$ cat src/include/fsp_pkg.sv
// Constants, register map and carrier types of the flash status and protect block.
package fsp_pkg;

	// ------------------------------------------------------------------
	// Bus geometry
	// ------------------------------------------------------------------
	localparam int unsigned ADDR_W = 32;
	localparam int unsigned DATA_W = 32;
	localparam int unsigned NBLK   = 4;
	localparam int unsigned BLK_W  = 2;
	localparam int unsigned NUM_EV = 4;

	// ------------------------------------------------------------------
	// Register byte addresses
	// ------------------------------------------------------------------
	localparam logic [ADDR_W-1:0] ADDR_ROM_PROT   = 32'hffffe518;
	localparam logic [ADDR_W-1:0] ADDR_FLASH_STAT = 32'hffffe520;
	localparam logic [ADDR_W-1:0] ADDR_IRQ_STAT   = 32'hffffe528;
	localparam logic [ADDR_W-1:0] ADDR_IRQ_MASK   = 32'hffffe52c;

	// ------------------------------------------------------------------
	// Field positions and reset values
	// ------------------------------------------------------------------
	localparam int unsigned READY_BIT   = 0;
	localparam int unsigned ROMKIND_BIT = 2;
	localparam int unsigned GUARD_LSB   = 4;
	localparam int unsigned PROT_EN_BIT = 0;
	localparam logic        PROT_EN_RST = 1'b1;
	localparam logic [NBLK-1:0]   GUARD_RST = 4'h0;
	localparam logic [NBLK-1:0]   GUARD_ALL = 4'hf;
	localparam logic [NUM_EV-1:0] IRQ_RST   = 4'h0;

	// Event bit positions in the interrupt status and mask registers.
	localparam int unsigned EV_DONE    = 0;
	localparam int unsigned EV_FAIL    = 1;
	localparam int unsigned EV_REFUSE  = 2;
	localparam int unsigned EV_BLOCKED = 3;

	// ------------------------------------------------------------------
	// Types
	// ------------------------------------------------------------------
	typedef enum logic [1:0] {
		FSP_READY  = 2'b00,
		FSP_BUSY   = 2'b01,
		FSP_FAILED = 2'b11
	} fsp_mon_t;

	typedef struct packed {
		logic [ADDR_W-1:0] addr;
		logic [DATA_W-1:0] wdata;
		logic              wr;
		logic              rd;
		logic              from_rom;
	} fsp_bus_req_t;

	typedef struct packed {
		fsp_mon_t          mon;
		logic              kind_s1;
		logic              kind_s2;
		logic              kind_cap;
		logic              rom_kind;
		logic              prot_en;
		logic [NBLK-1:0]   guard;
		logic [NUM_EV-1:0] irq_stat;
		logic [NUM_EV-1:0] irq_mask;
		logic [DATA_W-1:0] rdata;
	} fsp_state_t;

endpackage

$ cat src/verilog/fsp_block_gate.sv
// Per-block program and erase gate of the flash status and protect block.
`timescale 1ns/1ps

module fsp_block_gate
	import fsp_pkg::*;
(
	input  wire logic [NBLK-1:0]  guard_i,
	input  wire logic             ready_i,
	input  wire logic             req_i,
	input  wire logic [BLK_W-1:0] block_i,
	output logic                  grant_o,
	output logic                  refuse_o
);

	logic [NBLK-1:0] hit;

	// ------------------------------------------------------------------
	// Block decode
	// ------------------------------------------------------------------
	// One compare per block; a guarded block never passes a request.
	for (genvar i = 0; i < NBLK; i++)
	begin : g_blk
		assign hit[i] = guard_i[i] && (block_i == BLK_W'(i));
	end

	// A request is granted only to an unguarded block of a ready flash.
	assign grant_o  = req_i && ready_i && !(|hit);
	assign refuse_o = req_i && !grant_o;

endmodule // fsp_block_gate

$ cat src/verilog/fsp_regs.sv
// Flash status, block guard and ROM protect registers with interrupt logic.
//
// Overview of operation
// - Ready flag reads 0 during an automatic operation, 1 once finished.
// - A failed operation keeps the ready flag at 0 until hardware reset.
// - A command while busy may jam; system reset or reset command recovers.
// - Bit 2 reads 0 for rewritable flash, 1 for mask ROM, set at reset.
// - Bits 7 to 4 hold one guard bit per 128 KB block.
// - Program or erase aimed at a guarded block is refused.
// - Flash status register is read-only; unused bits read 0.
// - Protect enable bit 0 is read/write, 1 after power-on, others read 0.
// - ROM data protection acts only when enabled and all blocks guarded.
// - Under protection, only ROM-fetched code reaches the protect register.
// - Flash variant resets protection only at power-on; mask at any reset.
`timescale 1ns/1ps

module fsp_regs
	import fsp_pkg::*;
(
	input  wire logic              mclk_i,
	input  wire logic              rstn_i,
	input  wire logic              porn_i,
	input  wire logic              ce_i,
	input  wire fsp_bus_req_t      bus_i,
	output logic [DATA_W-1:0]      rdata_o,
	input  wire logic              rom_kind_pin_i,
	input  wire logic              auto_op_busy_i,
	input  wire logic              auto_op_fail_i,
	input  wire logic              flash_reset_cmd_i,
	input  wire logic [NBLK-1:0]   block_guard_i,
	input  wire logic              pe_req_i,
	input  wire logic [BLK_W-1:0]  pe_block_i,
	output logic                   pe_grant_o,
	output logic                   rom_protect_active_o,
	output logic                   auto_op_ready_flag_o,
	output logic                   irq_o
);

	// ------------------------------------------------------------------
	// State and helper signals
	// ------------------------------------------------------------------
	fsp_state_t        st;
	fsp_state_t        next_st;
	logic              any_rst;
	logic              ready;
	logic              prot_active;
	logic              hit_rp;
	logic              hit_fs;
	logic              hit_is;
	logic              hit_im;
	logic              blocked;
	logic              refuse;
	logic [NUM_EV-1:0] ev;
	logic [NUM_EV-1:0] clr;
	logic [DATA_W-1:0] fs_word;

	// Both resets are synchronous and active low.
	assign any_rst = !rstn_i || !porn_i;

	// The flag is low while busy and stays low after a failure.
	assign ready = (st.mon == FSP_READY);

	// Protection needs the enable bit and every block guarded.
	assign prot_active = st.prot_en && (&st.guard);

	// ------------------------------------------------------------------
	// Address decode
	// ------------------------------------------------------------------
	// Decodes compare the whole address, so aliases read as unmapped.
	assign hit_rp = (bus_i.addr == ADDR_ROM_PROT);
	assign hit_fs = (bus_i.addr == ADDR_FLASH_STAT);
	assign hit_is = (bus_i.addr == ADDR_IRQ_STAT);
	assign hit_im = (bus_i.addr == ADDR_IRQ_MASK);

	// Code fetched outside ROM may neither read nor write the protect
	// register while protection is active.
	assign blocked = prot_active && !bus_i.from_rom
		&& (bus_i.wr || bus_i.rd) && hit_rp;

	// ------------------------------------------------------------------
	// Program and erase gate
	// ------------------------------------------------------------------
	// Requests are also refused while not ready, since a command given
	// to a busy flash is the usual way it jams.
	fsp_block_gate u_gate
	(
		.guard_i  (st.guard),
		.ready_i  (ready),
		.req_i    (pe_req_i),
		.block_i  (pe_block_i),
		.grant_o  (pe_grant_o),
		.refuse_o (refuse)
	);

	// ------------------------------------------------------------------
	// Events
	// ------------------------------------------------------------------
	// Each event sets a sticky status bit; done and fail last one cycle, refuse and blocked last while their cause holds.
	always_comb
	begin
		ev = '0;
		ev[EV_DONE] = (st.mon == FSP_BUSY) && !auto_op_busy_i
			&& !auto_op_fail_i;
		ev[EV_FAIL] = (st.mon == FSP_BUSY) && auto_op_fail_i;
		ev[EV_REFUSE] = refuse;
		ev[EV_BLOCKED] = blocked;
	end

	// Write-one-to-clear mask for the status register.
	assign clr = (bus_i.wr && hit_is) ? bus_i.wdata[NUM_EV-1:0] : '0;

	// ------------------------------------------------------------------
	// Flash status word
	// ------------------------------------------------------------------
	// Only the monitor, kind and guard bits exist; the rest read 0.
	always_comb
	begin
		fs_word = '0;
		fs_word[READY_BIT] = ready;
		fs_word[ROMKIND_BIT] = st.rom_kind;
		fs_word[GUARD_LSB +: NBLK] = st.guard;
	end

	// ------------------------------------------------------------------
	// Next state
	// ------------------------------------------------------------------
	always_comb
	begin
		next_st = st;

		// Strap synchroniser; only the second stage is ever looked at.
		next_st.kind_s1 = rom_kind_pin_i;
		next_st.kind_s2 = st.kind_s1;

		// The kind is taken once, the first cycle after reset release.
		if (!st.kind_cap)
		begin
			next_st.rom_kind = st.kind_s2;
			next_st.kind_cap = 1'b1;
		end

		// Auto-operation monitor.
		unique case (st.mon)
			FSP_READY:
			begin
				if (auto_op_busy_i)
				begin
					next_st.mon = FSP_BUSY;
				end
			end
			FSP_BUSY:
			begin
				if (auto_op_fail_i)
				begin
					next_st.mon = FSP_FAILED;
				end
				else if (flash_reset_cmd_i)
				begin
					next_st.mon = FSP_READY;
				end
				else if (!auto_op_busy_i)
				begin
					next_st.mon = FSP_READY;
				end
			end
			FSP_FAILED:
			begin
				next_st.mon = FSP_FAILED;
			end
			default:
			begin
				next_st.mon = FSP_READY;
			end
		endcase

		// A mask ROM never runs automatic operations and is fully
		// guarded except while in reset, which loads GUARD_RST.
		if (st.rom_kind)
		begin
			next_st.mon = FSP_READY;
			next_st.guard = GUARD_ALL;
		end
		else
		begin
			next_st.guard = block_guard_i;
		end

		// Protect enable write, dropped when the access is blocked.
		if (bus_i.wr && hit_rp && !blocked)
		begin
			next_st.prot_en = bus_i.wdata[PROT_EN_BIT];
		end

		// A new event wins over a clear in the same cycle.
		next_st.irq_stat = (st.irq_stat & ~clr) | ev;
		if (bus_i.wr && hit_im)
		begin
			next_st.irq_mask = bus_i.wdata[NUM_EV-1:0];
		end

		// Read data stand for exactly one cycle after the strobe. The
		// flash status register has no write path at all.
		next_st.rdata = '0;
		if (bus_i.rd)
		begin
			if (hit_fs)
			begin
				next_st.rdata = fs_word;
			end
			else if (hit_rp && !blocked)
			begin
				next_st.rdata[PROT_EN_BIT] = st.prot_en;
			end
			else if (hit_is)
			begin
				next_st.rdata[NUM_EV-1:0] = st.irq_stat;
			end
			else if (hit_im)
			begin
				next_st.rdata[NUM_EV-1:0] = st.irq_mask;
			end
		end

		// Any reset clears the monitor and events. The synchroniser
		// keeps sampling the strap through reset, so the kind taken at
		// release is the settled strap; a reset shorter than two
		// cycles may capture a stale value. The kind flop survives a
		// system reset so that a flash part keeps its protect enable;
		// it is then captured afresh.
		if (any_rst)
		begin
			next_st.mon = FSP_READY;
			next_st.kind_cap = 1'b0;
			next_st.guard = GUARD_RST;
			next_st.irq_stat = IRQ_RST;
			next_st.irq_mask = IRQ_RST;
			next_st.rdata = '0;
			if (!porn_i || st.rom_kind)
			begin
				next_st.prot_en = PROT_EN_RST;
			end
			if (!porn_i)
			begin
				next_st.rom_kind = 1'b0;
			end
		end
	end

	// ------------------------------------------------------------------
	// State register
	// ------------------------------------------------------------------
	// Reset overrides the clock enable so a frozen block still resets.
	always_ff @(posedge mclk_i)
	begin
		if (any_rst || ce_i)
		begin
			st <= next_st;
		end
	end

	// ------------------------------------------------------------------
	// Outputs
	// ------------------------------------------------------------------
	assign rdata_o = st.rdata;
	assign rom_protect_active_o = prot_active;
	assign auto_op_ready_flag_o = ready;
	assign irq_o = |(st.irq_stat & st.irq_mask);
endmodule // fsp_regs
$ cat config.mk
export PLATFORM = sky130hd
export DESIGN_NAME = fsp_regs
export DESIGN_NICKNAME = d
export VERILOG_FILES = /design/src/include/fsp_pkg.sv /design/src/verilog/fsp_block_gate.sv /design/src/verilog/fsp_regs.sv
export SDC_FILE = /design/constraint.sdc
export NUM_CORES = 1
export LEC_CHECK = 0
export ABC_AREA = 1
export BUFFER_PORTS_ARGS = -buffer_cell sky130_fd_sc_hd__buf_2
export CAP_MARGIN = 20
export CORE_UTILIZATION = 40
export CTS_CLUSTER_DIAMETER = 30
export DETAILED_ROUTE_END_ITERATION = 10
export PLACE_DENSITY_LB_ADDON = 0.05
export SKIP_CTS_REPAIR_TIMING = 1
export SLEW_MARGIN = 30
export SYNTH_ARGS = -nofsm -noshare
export SYNTH_HDL_FRONTEND = slang
export SYNTH_SLANG_ARGS = --single-unit
$ cat constraint.sdc
create_clock -name mclk_i -period 1.4 [get_ports mclk_i]
set_input_delay 0.14 -clock mclk_i [delete_from_list [all_inputs] [get_ports mclk_i]]
set_output_delay 0.14 -clock mclk_i [all_outputs]
set_load 0.05 [all_outputs]
==> results.txt <==
----------------------------------------------------
[Status]
  Outcome ... complete, but fails checks
  Violated checks ... setup timing

[Clock network]
  Worst-skew pair later-pin latency ... 270 ps
  Num CTS Buffers ... 3
  Number of clock sinks ... 27
  H-tree levels ... 1
  TritonCTS clock tree ... built
  Number of buffers between clock root and the deepest sink ... 2
  Clk root buf ... sky130_fd_sc_hd__clkbuf_8
  Clock edge transition at the registers on the reported setup and hold paths ... 90 ps

[Setup path]
  Slowest cell on the critical path ... sky130_fd_sc_hd__edfxtp_1
  Reg-to-reg critical path startpoint ... fs_word[5]
  WP data required ... 1260 ps
  Endpoint type of the worst setup path ... primary output
  Setup crit start kind ... register
  Top Family by Delay on Critical Path ... flip-flops
  Critical Path Source ... fs_word[5]
  Critical setup path kind ... reg -> out
  Delay of the slowest critical-path stage ... 410 ps
  Buffers plus inverters on the worst setup path ... 2
  Worst-path maximum fanout ... 2
  Critical path arrival ... 1280 ps
  Cells traversed along the worst timing path ... inv_1 > a21oi_1 > o21ai_1 > nand2_2 > nor2_4 > buf_6

[Yosys]
  Post-synth top cells ... 54 x sky130_fd_sc_hd__nand2_1, 39 x sky130_fd_sc_hd__nor2_1, 32 x sky130_fd_sc_hd__buf_4, 27 x sky130_fd_sc_hd__edfxtp_1, 24 x sky130_fd_sc_hd__inv_1
  Proportion of netlist area held by the largest area contributor ... 0.442
  Mean instance size in the synthesized netlist ... 7.84 um^2
  Synthesized instance count ... 234
  Number of flops mapped to enable cells by yosys ... 27
  Post-synthesis register bit count ... 27
  Count of synthesis-stage warnings from yosys ... 0
  Seq/Total Area, Yosys ... 0.442
  Dominant synthesized flop cell ... sky130_fd_sc_hd__edfxtp_1
  Most numerous cell in the Yosys netlist ... sky130_fd_sc_hd__nand2_1
  Post-Syn Area ... 1830 um^2
  Biggest area consumer among synthesized cells ... sky130_fd_sc_hd__edfxtp_1
  Asr flop ratio synth ... 0
  Netlist cell types ... 22
  Leading cell types by total area after synthesis ... sky130_fd_sc_hd__edfxtp_1 44%, sky130_fd_sc_hd__buf_4 13%, sky130_fd_sc_hd__nand2_1 11%

[Final layout]
  Final-stage net count ... 392
  Synth-to-layout area growth ... 24.8%
  Filler cell count ... 444
  Ant diodes ... 0
  Share of post-route cells with drive strength above 1 ... 0.346

[Detailed routing]
  Ratio of routed vias to standard cells ... 4.40
  DRC errors left ... 0
  Number of optimization iterations in the first detailed-route pass ... 4
  Vias post-DR ... 1588
  Detailed Route Iter0 Violations ... 85
  Wire length per cell after detailed routing ... 9.73 um
  Total Wirelength ... 3.51 mm
  Count of nets left with antenna violations after detail routing ... 0

[Global route]
  Via count of the first global-routing pass ... 1380
  Overall fraction of global-route tracks in use ... 0.153
  Largest net degree at the start of global routing ... 19
  Initial antenna violation count ... 0
  Global-route congestion overflow total ... 0
  Global-route wire length before repair ... 5.98 mm

[Timing]
  Post-layout worst setup margin ... -16.3 ps
  Endpoints failing hold ... 0
  Final worst path period need ... 1420 ps
  Endpoints failing setup ... 1
  Total negative setup slack ... -16.3 ps
  Final Slew Violations ... 0
  RSZ-0062 raised after global routing ... true
  Worst-case hold slack ... 35.3 ps
  Max Clock Skew ... 3.67 ps
  Share of the clock period used by the worst path ... 1.01
  Achievable Freq ... 706 MHz

[Floorplan]
  Initial standard-cell utilization of the core ... 0.418
  Die boundary height ... 69.7 um
  Number of placement rows ... 24
  Area of the placeable core ... 4380 um^2
  DIE AREA ... 4860 um^2
  Count of pins on the block boundary ... 118
  Die boundary width ... 69.7 um

[Power and ir drop]
  Power density over cell area ... 835 nW/um^2
  Worst IR drop on VDD ... 0.000442 V
  Lkg Pwr ... 1.14 nW

[Job]
  Number of max-capacitance violations reported ... 0

[Placement]
  Placement Setup Slack ... -55.9 ps
  Final Wtd Congestion ... 0.769
  Port Buf Inserts ... 65
  Half-perimeter wire length after detailed placement ... 2.97 mm

[Hold path]
  Hold Path Class ... in -> reg
  Origin of the worst min-delay path ... rom_kind_pin_i

----------------------------------------------------
## layout make-up
| type | count | area (um^2) | area share |
|---|---|---|---|
| inverter | 31 | 116 | 0.0508 |
| multi-input combinational | 166 | 777 | 0.340 |
| sequential | 27 | 811 | 0.354 |
| clock inverter | 1 | 7.51 | 0.00328 |
| tap | 52 | 65.1 | 0.0284 |
| clock buffer | 3 | 41.3 | 0.0180 |
| timing repair buffer | 81 | 470 | 0.206 |
## sequential cells by signal, summed over array words and instances (netlist names)
name and count:
next_st 1, rdata_o 8, fs_word 5, st 13
## layout by cell type (no fill, tap or decap), drive strengths merged, types with 3 or more instances in the layout
master and n:
o21ai 9, nand2 56, inv 31, edfxtp 27, buf 81, nand3 12, nor2 46, nand4 4
a21oi 11, clkbuf 3, conb 24
## per-stage QoR
step / instances / cell area, um^2 / power, mW / util
2_1_floorplan: 257 / 1940 / 1.38 / -
4_1_cts: 360 / 2260 / 1.92 / 0.516
6_report: 361 / 2290 / 1.91 / 0.522
3_5_place_dp: 356 / 2210 / 1.47 / 0.505
5_1_grt: 361 / 2290 / 2.00 / 0.522
3_3_place_gp: 356 / 2210 / 1.47 / 0.505
## worst paths after layout
check | endpoint | slack (ps) | cells after the start
worst min register to register | st[47] | 430 | 0
worst max-delay path | pe_grant_o | -20 | 6
worst max register to register | st[38] | 80 | 6
worst min-delay path | next_st[47] | 40 | 1
## report_power, final
| group | leakage [nW] | switching (mW) | internal (mW) |
|---|---|---|---|
| registers | 0.301 | 0.0339 | 0.946 |
| logic | 0.813 | 0.349 | 0.134 |
| clock network | 0.0217 | 0.246 | 0.202 |
## metal layers
layer | global-route usage | up-vias | wire, um
li1 | - | 841 | -
met1 | 0.208 | 684 | 1710
met2 | 0.257 | 59 | 1570
met5 | 0 | - | 0
met4 | 0.0467 | 0 | 47
met3 | 0.0203 | 4 | 184
## cells by family (layout without fill, tap and decap cells)
family                 count (synthesis)  after routing  synth area share
AND/OR/NAND/NOR                      120            120             0.297
buffers and inverters                 64            116             0.196
flip-flops                            27             27             0.442
AO/OA/AOI/OAI                         22             22            0.0628
other                                  1             24           0.00204
## worst reg2reg max path: stages, from the launching register on
cell and delay, ps:
sky130_fd_sc_hd__edfxtp_1 410, sky130_fd_sc_hd__inv_1 80, sky130_fd_sc_hd__a21oi_1 60, sky130_fd_sc_hd__o21ai_1 90, sky130_fd_sc_hd__nand2_2 110, sky130_fd_sc_hd__o21ai_0 220
sky130_fd_sc_hd__a21oi_1 110
No activity file was read; power rests on OpenSTA's default activity.
